**src/logic/pac_defs.vh**
```
// How it works
// - power budget is always reported as zero watts.
// - power dissipation is always reported as zero watts.
// - device specific init option advertises an init sequence after uninitialized D0.
// - D1 and D2 support advertised only when their options are set.
// - PME support set decides in which power states wake may be asserted.
// - no soft reset is unsupported; D3hot to D0 always resets internally.
// - virtual channel and vendor capabilities exist only with serial number on.
// - root port with snoop reject may refuse clear no-snoop requests as UR.
// - vendor capability exposes registers including a loopback control.
// - on endpoints, user legacy config enabled forwards requests beyond built-in range to user.
// - legacy config start dword pointer is limited to 2Ah through 3Fh.
// - on endpoints, user extended config enabled forwards dword addresses at or above pointer.
// - digest trimming strips digest and clears digest bit before delivery.
// - endpoint message routing also passes Unlock and PME_Turn_Off.
// - root port message routing also passes error, INTx, PM_PME, PME_TO_ACK.
// - buffer pipelining is on write path only or on read and write.
// - ack latency override combines with built-in by absolute, add or subtract.
// - replay timer override combines with built-in by absolute, add or subtract.
// - forced no scrambling turns the scramblers off, diagnostics only.
// - upconfigure advertised only when selected; lane reversal only when set.
`ifndef PAC_DEFS_VH
`define PAC_DEFS_VH
`define PAC_A_CTRL 8'h00
`define PAC_A_PMCAP 8'h04
`define PAC_A_LEGPTR 8'h08
`define PAC_A_EXTPTR 8'h0C
`define PAC_A_ACKOVR 8'h10
`define PAC_A_RPLOVR 8'h14
`define PAC_A_TMR 8'h18
`define PAC_A_LINK 8'h1C
`define PAC_A_DSNLO 8'h20
`define PAC_A_DSNHI 8'h24
`define PAC_A_STAT 8'h28
`define PAC_CTRL_RST 32'h0040_0000
`define PAC_CTRL_MASK 32'h03FF_FEFF
`define PAC_B_DSI 0
`define PAC_B_D1 1
`define PAC_B_D2 2
`define PAC_F_PME 7:3
`define PAC_B_DSN 9
`define PAC_B_VC 10
`define PAC_B_VSEC 11
`define PAC_B_ROOT 12
`define PAC_B_REJSN 13
`define PAC_B_LEGEN 14
`define PAC_B_EXTEN 15
`define PAC_B_TRIM 16
`define PAC_B_MSGRT 17
`define PAC_F_PIPE 19:18
`define PAC_B_LREV 20
`define PAC_B_NOSCR 21
`define PAC_B_UPCFG 22
`define PAC_B_L0SDIS 23
`define PAC_B_DOWN 24
`define PAC_B_LOOP 25
`define PAC_PIPE_WR 2'h1
`define PAC_LEG_MIN 6'h2A
`define PAC_LEG_MAX 6'h3F
`define PAC_EXT_MIN 10'h040
`define PAC_EXT_RST 10'h100
`define PAC_ZERO_W 8'h00
`define PAC_FN_ABS 2'h0
`define PAC_FN_ADD 2'h1
`define PAC_FN_SUB 2'h2
`define PAC_ACK_BASE 15'h0021
`define PAC_RPL_BASE 15'h0064
`define PAC_D0 2'h0
`define PAC_D1 2'h1
`define PAC_D2 2'h2
`define PAC_D3 2'h3
`define PAC_B_TD 15
`define PAC_B_NS 12
`define PAC_F_TYPE 28:24
`define PAC_T_MRD 5'h00
`define PAC_T_MRDLK 5'h01
`define PAC_MSG_HI 2'h2
`define PAC_M_UNLOCK 8'h00
`define PAC_M_PM_PME 8'h18
`define PAC_M_TURNOFF 8'h19
`define PAC_M_TOACK 8'h1B
`define PAC_M_INT_LO 8'h20
`define PAC_M_INT_HI 8'h27
`define PAC_M_ERRCOR 8'h30
`define PAC_M_ERRNF 8'h31
`define PAC_M_ERRF 8'h33
`endif

```
**src/logic/pac_attr_ctrl.v**
```verilog
`timescale 1ns/10ps
`include "pac_defs.vh"
module pac_attr_ctrl (
  input wire i_sys_clk,
  input wire i_rst,
  input wire i_wb_cyc,
  input wire i_wb_stb,
  input wire i_wb_we,
  input wire [7:0] i_wb_adr,
  input wire [3:0] i_wb_sel,
  input wire [31:0] i_wb_dat,
  output reg [31:0] o_wb_dat,
  output reg o_wb_ack,
  input wire [63:0] i_dsn,
  input wire [1:0] i_pm_state,
  input wire i_pme_req,
  input wire i_dsi_done,
  output reg o_power_wake_request_out,
  output reg o_pm_internal_rst,
  output reg o_dsi_seq_req,
  output reg [7:0] o_power_budget,
  output reg [7:0] o_power_dissipated,
  output reg o_dsn_cap_present,
  output reg o_vc_cap_present,
  output reg o_vsec_cap_present,
  output reg o_loopback_en,
  input wire i_cfg_vld,
  input wire [9:0] i_cfg_dw_addr,
  output reg o_cfg_vld,
  output reg o_cfg_to_user,
  input wire i_rx_vld,
  input wire [31:0] i_rx_dw0,
  input wire [7:0] i_rx_msg_code,
  input wire [10:0] i_rx_len_dw,
  output reg o_rx_vld,
  output reg [31:0] o_rx_dw0,
  output reg [10:0] o_rx_len_dw,
  output reg o_rx_deliver,
  output reg o_rx_ur,
  output reg o_buf_wr_pipe,
  output reg o_buf_rd_pipe,
  input wire [3:0] i_neg_width,
  input wire [2:0] i_mps,
  output reg [14:0] o_ack_timeout,
  output reg [14:0] o_replay_timeout,
  output reg o_lane_rev_en,
  output reg o_scramble_dis,
  output reg o_upcfg_capable,
  input wire i_tx_l0s_req,
  output reg o_tx_l0s_enter,
  output reg [7:0] o_ts_link_num,
  output reg o_ts_link_num_vld
);

  reg [31:0] ctrl_r;
  reg [5:0] leg_ptr_r;
  reg [9:0] ext_ptr_r;
  reg [18:0] ack_ovr_r;
  reg [18:0] rpl_ovr_r;
  reg [7:0] link_num_r;
  reg [1:0] pm_prev_r;
  reg [31:0] rd_nxt;
  reg [31:0] wr_nxt;
  reg [5:0] leg_nxt;
  reg [9:0] ext_nxt;
  reg [31:0] ext_mrg;
  reg [31:0] ack_mrg;
  reg [31:0] rpl_mrg;
  reg [14:0] ack_base;
  reg [14:0] rpl_base;
  reg pme_ok;
  reg msg_pass;
  wire [7:0] byte_adr;
  wire wb_req;
  wire [4:0] rx_type;
  wire rx_is_msg;
  wire rx_is_mrd;
  wire root_mode;
  wire vsec_on;
  wire d3_to_d0;

  assign byte_adr = {i_wb_adr[7:2], 2'b00};
  assign wb_req = i_wb_cyc & i_wb_stb & ~o_wb_ack;
  assign rx_type = i_rx_dw0[`PAC_F_TYPE];
  assign rx_is_msg = (rx_type[4:3] == `PAC_MSG_HI);
  assign rx_is_mrd = (rx_type == `PAC_T_MRD) | (rx_type == `PAC_T_MRDLK);
  assign root_mode = ctrl_r[`PAC_B_ROOT];
  assign vsec_on = ctrl_r[`PAC_B_VSEC] & ctrl_r[`PAC_B_DSN];
  assign d3_to_d0 = (pm_prev_r == `PAC_D3) & (i_pm_state == `PAC_D0);

  // byte lane merge for a write
  function [31:0] lane_mrg;
    input [31:0] old;
    input [31:0] neu;
    input [3:0] sel;
    integer k;
    begin
      lane_mrg = old;
      for (k = 0; k < 4; k = k + 1) begin
        if (sel[k]) begin
          lane_mrg[k*8 +: 8] = neu[k*8 +: 8];
        end
      end
    end
  endfunction

  // built-in timer grows with payload size and shrinks with width
  function [14:0] tmr_table;
    input [14:0] base;
    input [2:0] mps;
    input [3:0] wid;
    reg [14:0] t;
    begin
      t = base << mps;
      case (wid)
        4'h2: tmr_table = t >> 1;
        4'h4: tmr_table = t >> 2;
        4'h8: tmr_table = t >> 3;
        default: tmr_table = t;
      endcase
    end
  endfunction

  // override combine; add and subtract wrap at 15 bits by design
  function [14:0] tmr_mix;
    input [14:0] builtin;
    input [18:0] ovr;
    begin
      if (!ovr[18]) begin
        tmr_mix = builtin;
      end else begin
        case (ovr[17:16])
          `PAC_FN_ABS: tmr_mix = ovr[14:0];
          `PAC_FN_ADD: tmr_mix = builtin + ovr[14:0];
          `PAC_FN_SUB: tmr_mix = builtin - ovr[14:0];
          default: tmr_mix = builtin;
        endcase
      end
    end
  endfunction

  always @* begin
    rd_nxt = 32'h0000_0000;
    case (byte_adr)
      `PAC_A_CTRL: rd_nxt = ctrl_r;
      `PAC_A_PMCAP: begin
        rd_nxt[`PAC_B_DSI] = ctrl_r[`PAC_B_DSI];
        rd_nxt[`PAC_B_D1] = ctrl_r[`PAC_B_D1];
        rd_nxt[`PAC_B_D2] = ctrl_r[`PAC_B_D2];
        rd_nxt[`PAC_F_PME] = ctrl_r[`PAC_F_PME];
        rd_nxt[23:16] = `PAC_ZERO_W;
        rd_nxt[31:24] = `PAC_ZERO_W;
      end
      `PAC_A_LEGPTR: rd_nxt[5:0] = leg_ptr_r;
      `PAC_A_EXTPTR: rd_nxt[9:0] = ext_ptr_r;
      `PAC_A_ACKOVR: rd_nxt[18:0] = ack_ovr_r;
      `PAC_A_RPLOVR: rd_nxt[18:0] = rpl_ovr_r;
      `PAC_A_TMR: rd_nxt = {1'b0, o_replay_timeout, 1'b0, o_ack_timeout};
      `PAC_A_LINK: rd_nxt[7:0] = link_num_r;
      `PAC_A_DSNLO: begin
        if (ctrl_r[`PAC_B_DSN]) begin
          rd_nxt = i_dsn[31:0];
        end
      end
      `PAC_A_DSNHI: begin
        if (ctrl_r[`PAC_B_DSN]) begin
          rd_nxt = i_dsn[63:32];
        end
      end
      `PAC_A_STAT: rd_nxt[4:0] = {o_dsi_seq_req, vsec_on, o_vc_cap_present, i_pm_state};
      default: rd_nxt = 32'h0000_0000;
    endcase
  end

  always @* begin
    wr_nxt = lane_mrg(ctrl_r, i_wb_dat, i_wb_sel) & `PAC_CTRL_MASK;
    if (!(wr_nxt[`PAC_B_VSEC] & wr_nxt[`PAC_B_DSN])) begin
      wr_nxt[`PAC_B_LOOP] = 1'b0;
    end
    leg_nxt = i_wb_sel[0] ? i_wb_dat[5:0] : leg_ptr_r;
    if (leg_nxt < `PAC_LEG_MIN) begin
      leg_nxt = `PAC_LEG_MIN;
    end
    ext_mrg = lane_mrg({22'h0, ext_ptr_r}, i_wb_dat, i_wb_sel);
    ext_nxt = ext_mrg[9:0];
    ack_mrg = lane_mrg({13'h0, ack_ovr_r}, i_wb_dat, i_wb_sel);
    rpl_mrg = lane_mrg({13'h0, rpl_ovr_r}, i_wb_dat, i_wb_sel);
    if (ext_nxt < `PAC_EXT_MIN) begin
      ext_nxt = `PAC_EXT_MIN;
    end
  end

  // one wait state: ack follows the request by one edge
  always @(posedge i_sys_clk or posedge i_rst) begin
    if (i_rst) begin
      o_wb_ack <= 1'b0;
      o_wb_dat <= 32'h0000_0000;
      ctrl_r <= `PAC_CTRL_RST;
      leg_ptr_r <= `PAC_LEG_MIN;
      ext_ptr_r <= `PAC_EXT_RST;
      ack_ovr_r <= 19'h0_0000;
      rpl_ovr_r <= 19'h0_0000;
      link_num_r <= 8'h00;
    end else begin
      o_wb_ack <= wb_req;
      o_wb_dat <= wb_req ? rd_nxt : 32'h0000_0000;
      if (wb_req && i_wb_we) begin
        case (byte_adr)
          `PAC_A_CTRL: ctrl_r <= wr_nxt;
          `PAC_A_LEGPTR: leg_ptr_r <= leg_nxt;
          `PAC_A_EXTPTR: ext_ptr_r <= ext_nxt[9:0];
          `PAC_A_ACKOVR: begin
            ack_ovr_r <= ack_mrg[18:0] & 19'h7_7FFF;
          end
          `PAC_A_RPLOVR: begin
            rpl_ovr_r <= rpl_mrg[18:0] & 19'h7_7FFF;
          end
          `PAC_A_LINK: begin
            if (i_wb_sel[0]) begin
              link_num_r <= i_wb_dat[7:0];
            end
          end
          default: link_num_r <= link_num_r;
        endcase
      end
    end
  end

  // wake allowed only in states the function supports
  always @* begin
    case (i_pm_state)
      `PAC_D0: pme_ok = ctrl_r[3];
      `PAC_D1: pme_ok = ctrl_r[4] & ctrl_r[`PAC_B_D1];
      `PAC_D2: pme_ok = ctrl_r[5] & ctrl_r[`PAC_B_D2];
      `PAC_D3: pme_ok = ctrl_r[6] | ctrl_r[7];
      default: pme_ok = 1'b0;
    endcase
  end

  always @(posedge i_sys_clk or posedge i_rst) begin
    if (i_rst) begin
      pm_prev_r <= `PAC_D0;
      o_power_wake_request_out <= 1'b0;
      o_pm_internal_rst <= 1'b0;
      o_dsi_seq_req <= 1'b0;
      o_power_budget <= `PAC_ZERO_W;
      o_power_dissipated <= `PAC_ZERO_W;
    end else begin
      pm_prev_r <= i_pm_state;
      o_power_wake_request_out <= i_pme_req & pme_ok;
      // context is never kept: the soft reset option does not exist
      o_pm_internal_rst <= d3_to_d0;
      // set wins over the done strobe so a fresh entry is never lost
      if (d3_to_d0 && ctrl_r[`PAC_B_DSI]) begin
        o_dsi_seq_req <= 1'b1;
      end else if (i_dsi_done) begin
        o_dsi_seq_req <= 1'b0;
      end
      o_power_budget <= `PAC_ZERO_W;
      o_power_dissipated <= `PAC_ZERO_W;
    end
  end

  always @(posedge i_sys_clk or posedge i_rst) begin
    if (i_rst) begin
      o_dsn_cap_present <= 1'b0;
      o_vc_cap_present <= 1'b0;
      o_vsec_cap_present <= 1'b0;
      o_loopback_en <= 1'b0;
    end else begin
      o_dsn_cap_present <= ctrl_r[`PAC_B_DSN];
      o_vc_cap_present <= ctrl_r[`PAC_B_VC] & ctrl_r[`PAC_B_DSN];
      o_vsec_cap_present <= vsec_on;
      o_loopback_en <= vsec_on & ctrl_r[`PAC_B_LOOP];
    end
  end

  // config routing: below legacy pointer the core answers itself
  always @(posedge i_sys_clk or posedge i_rst) begin
    if (i_rst) begin
      o_cfg_vld <= 1'b0;
      o_cfg_to_user <= 1'b0;
    end else begin
      o_cfg_vld <= i_cfg_vld;
      o_cfg_to_user <= 1'b0;
      if (i_cfg_vld) begin
        if (i_cfg_dw_addr < `PAC_EXT_MIN) begin
          o_cfg_to_user <= ctrl_r[`PAC_B_LEGEN] & ~root_mode &
                           (i_cfg_dw_addr[5:0] >= leg_ptr_r);
        end else begin
          o_cfg_to_user <= ctrl_r[`PAC_B_EXTEN] & ~root_mode &
                           (i_cfg_dw_addr >= ext_ptr_r);
        end
      end
    end
  end

  always @* begin
    msg_pass = 1'b0;
    if (ctrl_r[`PAC_B_MSGRT]) begin
      if (!root_mode) begin
        msg_pass = (i_rx_msg_code == `PAC_M_UNLOCK) |
                   (i_rx_msg_code == `PAC_M_TURNOFF);
      end else begin
        msg_pass = (i_rx_msg_code == `PAC_M_ERRCOR) |
                   (i_rx_msg_code == `PAC_M_ERRNF) |
                   (i_rx_msg_code == `PAC_M_ERRF) |
                   ((i_rx_msg_code >= `PAC_M_INT_LO) &
                    (i_rx_msg_code <= `PAC_M_INT_HI)) |
                   (i_rx_msg_code == `PAC_M_PM_PME) |
                   (i_rx_msg_code == `PAC_M_TOACK);
      end
    end
  end

  // header side of inbound packets; payload is not touched here
  always @(posedge i_sys_clk or posedge i_rst) begin
    if (i_rst) begin
      o_rx_vld <= 1'b0;
      o_rx_dw0 <= 32'h0000_0000;
      o_rx_len_dw <= 11'h000;
      o_rx_deliver <= 1'b0;
      o_rx_ur <= 1'b0;
    end else begin
      o_rx_vld <= i_rx_vld;
      o_rx_dw0 <= i_rx_dw0;
      o_rx_len_dw <= i_rx_len_dw;
      if (ctrl_r[`PAC_B_TRIM] && i_rx_dw0[`PAC_B_TD]) begin
        o_rx_dw0[`PAC_B_TD] <= 1'b0;
        o_rx_len_dw <= i_rx_len_dw - 11'h001;
      end
      o_rx_ur <= i_rx_vld & root_mode & ctrl_r[`PAC_B_REJSN] &
                 rx_is_mrd & ~i_rx_dw0[`PAC_B_NS];
      o_rx_deliver <= i_rx_vld & (~rx_is_msg | msg_pass);
    end
  end

  always @* begin
    ack_base = tmr_table(`PAC_ACK_BASE, i_mps, i_neg_width);
    rpl_base = tmr_table(`PAC_RPL_BASE, i_mps, i_neg_width);
  end

  always @(posedge i_sys_clk or posedge i_rst) begin
    if (i_rst) begin
      o_ack_timeout <= `PAC_ACK_BASE;
      o_replay_timeout <= `PAC_RPL_BASE;
      o_buf_wr_pipe <= 1'b0;
      o_buf_rd_pipe <= 1'b0;
    end else begin
      o_ack_timeout <= tmr_mix(ack_base, ack_ovr_r);
      // software must keep the sum inside 15 bits
      o_replay_timeout <= tmr_mix(rpl_base, rpl_ovr_r);
      o_buf_wr_pipe <= (ctrl_r[`PAC_F_PIPE] != 2'h0);
      o_buf_rd_pipe <= (ctrl_r[`PAC_F_PIPE] > `PAC_PIPE_WR);
    end
  end

  always @(posedge i_sys_clk or posedge i_rst) begin
    if (i_rst) begin
      o_lane_rev_en <= 1'b0;
      o_scramble_dis <= 1'b0;
      o_upcfg_capable <= 1'b0;
      o_tx_l0s_enter <= 1'b0;
      o_ts_link_num <= 8'h00;
      o_ts_link_num_vld <= 1'b0;
    end else begin
      o_lane_rev_en <= ctrl_r[`PAC_B_LREV];
      o_scramble_dis <= ctrl_r[`PAC_B_NOSCR];
      o_upcfg_capable <= ctrl_r[`PAC_B_UPCFG];
      o_tx_l0s_enter <= i_tx_l0s_req & ~ctrl_r[`PAC_B_L0SDIS];
      // upstream ports send pad, so the number is flagged invalid there
      o_ts_link_num <= link_num_r;
      o_ts_link_num_vld <= ctrl_r[`PAC_B_DOWN];
    end
  end

endmodule

```
**config.mk**
```make
export PLATFORM = sky130hd
export DESIGN_NAME = pac_attr_ctrl
export DESIGN_NICKNAME = d
export VERILOG_FILES = /design/src/logic/pac_attr_ctrl.v
export VERILOG_INCLUDE_DIRS = /design/src /design/src/logic
export SDC_FILE = /design/constraint.sdc
export NUM_CORES = 1
export LEC_CHECK = 0
export BUFFER_PORTS_ARGS = -buffer_cell sky130_fd_sc_hd__buf_2
export CORE_MARGIN = 5
export CORE_UTILIZATION = 55
export DETAILED_ROUTE_END_ITERATION = 8
export MAX_ROUTING_LAYER = met4
export PLACE_DENSITY = 0.83
export SLEW_MARGIN = 30
export SYNTH_ARGS = -nofsm -noshare
export SYNTH_HDL_FRONTEND = slang
export SYNTH_SLANG_ARGS = --single-unit
export TNS_END_PERCENT = 50
```
**constraint.sdc**
```tcl
create_clock -name i_sys_clk -period 10.2 [get_ports i_sys_clk]
set_input_delay 1.02 -clock i_sys_clk [delete_from_list [all_inputs] [get_ports i_sys_clk]]
set_output_delay 1.02 -clock i_sys_clk [all_outputs]
set_load 0.01 [all_outputs]
```
==> results.md <==
- Status: completed
- Initial Util: 0.563
- Post-synthesis sequential area ratio: 0.446
- Nets: roughly 1.8k
- First-pass GRT wire length: about 62000 um
- Slew Limit Fails: 0
- Post-CTS sizing: 0
- Worst EP arrival: 4.65 ns
- Max-cap violation count: 0
- Fin crit share: 0.419
- Gr ovfl total: 0
- Clock Path Buffers: 3
- Worst Min Path Start: link_num_r[1]$_DFFE_PP0P_
- Worst Skew: around 0.02 ns
- VDD IR-drop max: 0.000118 V
- Netlist cell types: 74
- Core Util, Final: 0.680
- 1st-pass router iterations: 8
- CP max FO: 13
- Top Family by Delay on Critical Path: compound AO/OA/AOI/OAI gates
- Most frequent cells in the layout: buf_2, dfrtp_1, nor2_1, nand2_1, mux2_2
- Sequential Area: ~5500 um2
- Chip Width: 160 um
- HP Class: flop to flop
- Clock Pin Slew Worst Setup and Hold Paths: 0.06 ns
- Mapped cell area: approximately 12000 um2
- Site Rows: between 50 and 60
- Detailed Route Iter0 Violations: between 1k and 1.5k
- Register bit total from synthesis: 220
- Number of fill cells: between 1.5k and 2k
- CP startpoint: i_neg_width[1]
- GRT met1 Usage: 0.398
- CP endpoint kind: flop
- Power per standard cell area: between 150 and 200 nW/um2
- Number of global-route vias before repair: 10.8k
- Critical Path Source Type: input port
- RSZ-0062 raised after global routing: no
- CTS tree: done
- CTS Hold Bufs: 0
- Share of layout cells above drive strength 1: 0.306
- Ports: between 300 and 400
- WP data required: 10.58 ns
- Routed wire per std cell: 21.9 um
- M2 GR Usage: 0.496
- Commonest non-fill, non-tap cell in the layout: buf_2
- Area leader, netlist: dfrtp_1
- Die Height: approximately 160 um
- Port Buffer Count: between 300 and 400
- Vias after detailed routing: ~11k
- Worst path cell trace: buf_2 -> nor4b_2 -> nor3_2 -> a22o_1 -> a21oi_1 -> a21boi_0 -> ha_1 -> inv_1 -> a311oi_1 -> a22oi_1 -> a31oi_1 -> mux2i_1 -> o22ai_1
- H-Tree Level Count: 1
- Main flop type after synthesis: dfrtp_1
- Clk Latency, worst-skew pair: between 0.5 and 0.6 ns
- Area growth, synth to finish: 20.7%
- DRT Wirelength: 40000 um
- Worst slew pin tran: approximately 1 ns
- CTS sink cnt: 220
- # DRC: 0
- Headroom to the max-slew limit: 0.341
- Area of the multi-input gates: roughly 6400 um2
- Fmax: about 230 MHz
- Post-synth EDFFs: 0
- Final setup viols: 0
- Leak: 0.00739 uW
- Final setup TNS: 0 ns
- RR Startpoint: rpl_ovr_r[16]$_DFFE_PP0P_
- Buf+Inv Stages, Crit Path: 2
- Async S/R FF share, synth: 1.00
- Mean post-synth cell area: 10.0 um2
- Gpl congestion: slightly below 1
- Critical path type: input port to flop
- Detailed Place HPWL: 30900 um
- Die area: between 20000 and 30000 um2
- Synth warn: 0
- Cell with the largest stage delay on the worst path: nor4b_2
- Final hold violation count: 0
- Routing usage on met3: 0.0505
- Post-Syn Instances: 1235
- GR peak layer: met2
- Ranking of synthesized cells by area: dfrtp_1, mux2_2, ha_1
- Tot GR Track Use: 0.311
- Post-CTS Setup Bufs: 0
- Number of routed nets with antenna violations: 0
- Tmin final: ~4.3 ns
- Largest net degree at the start of global routing: between 90 and 100
- Synth top area share: 0.425
- Core footprint: 22000 um2
- Initial antenna violation count: 6
- Inserted Clock Buffers: 24
- Via-per-instance ratio: around 6
- CP peak stage delay: 0.77 ns
- CTS Root Buffer Type: clkbuf_16
cell type report:
| class | count | area share |
|---|---|---|
| antenna | 6 | 0.00101 |
| inverter | 59 | 0.0153 |
| clock inverter | 11 | 0.0108 |
| tap | 280 | 0.0235 |
| clock buffer | 32 | 0.0456 |
| sequential | 220 | 0.370 |
| multi-input combinational | 899 | 0.427 |
| timing repair buffer | 317 | 0.107 |
cells by family after synthesis:
family / count (synthesis) / synth area share
mux: 118 / 0.104
buf+inv: 131 / 0.0462
flops: 220 / 0.446
compound gates: 294 / 0.165
xor+xnor: 57 / 0.0404
simple gates: 357 / 0.140
fa+ha+maj: 57 / 0.0583
other cells: 1 / 0.000303
metal layers:
layer	part of all wire	up-vias
met5	0	-
met4	0.042	0
met3	0.079	93
met2	0.48	545
met1	0.40	5362
li1	-	5025
sequential cells by signal (all words and copies together) (netlist names), 2 cells and up:
name,cells
o_rx_dw0,32
o_wb_dat,32
ctrl_r,25
ack_ovr_r,18
rpl_ovr_r,18
o_ack_timeout,15
o_replay_timeout,15
o_rx_len_dw,11
ext_ptr_r,10
link_num_r,8
o_ts_link_num,8
leg_ptr_r,6
pm_prev_r,2
cells in the mapped netlist, drive strengths merged, types with 14 or more instances:
master and n:
a21o 14, a21oi 58, a221oi 30, a222oi 17, a22o 16, a31oi 15
and3 16, buf 32, clkbuf 40, dfrtp 210, ha 56, inv 59
mux2 82, mux2i 36, nand2 105, nand3 18, nor2 108, nor2b 16
nor3 31, o21ai 74, xnor2 42, xor2 15
worst register-to-register path: stages (launching register included):
cell       delay, ns
dfrtp_1         0.43
inv_1           0.11
ha_1            0.45
mux2i_1         0.37
ha_1            0.29
nor2b_1         0.15
o2111ai_1       0.32
a31oi_1         0.19
o41ai_1         0.45
o21ai_0         0.18
xnor2_1         0.16
o221ai_1        0.11
metrics by stage:
step                      hold WS, ns  instances  power (uW)  area, um2  setup WS, ns
after CTS                       0.390       1818        2270      14900          5.90
final                           0.389       1824        2260      14900          5.92
after global placement          0.375       1775        1350      14000          5.41
after global routing            0.407       1824        2360      14900          5.69
after detailed placement        0.376       1775        1360      14100          5.38
after floorplan                 0.365       1250        1230      12400          3.18
final timing paths:
check                                            endpoint  slack (ns)  cells past startpoint
hold / removal                 o_ts_link_num[1]$_DFF_PP0_        0.39                      0
setup reg to reg           o_replay_timeout[13]$_DFF_PP0_        6.86                     11
setup / recovery              o_ack_timeout[13]$_DFF_PP0_        5.92                     13
hold reg to reg                o_ts_link_num[1]$_DFF_PP0_        0.39                      0
max in group asynchronous          o_rx_deliver$_DFF_PP0_        8.27                      3
min in group asynchronous           o_rx_dw0[8]$_DFF_PP0_        0.60                      2
power breakdown:
| part | internal, uW | total, uW | switching, uW | leakage (uW) |
|---|---|---|---|---|
| Clock | 549 | 910 | 360 | 0.000413 |
| Combinational | 179 | 431 | 252 | 0.00409 |
| Sequential | 902 | 924 | 21.9 | 0.00289 |
Power figures use the tool's default switching activity.
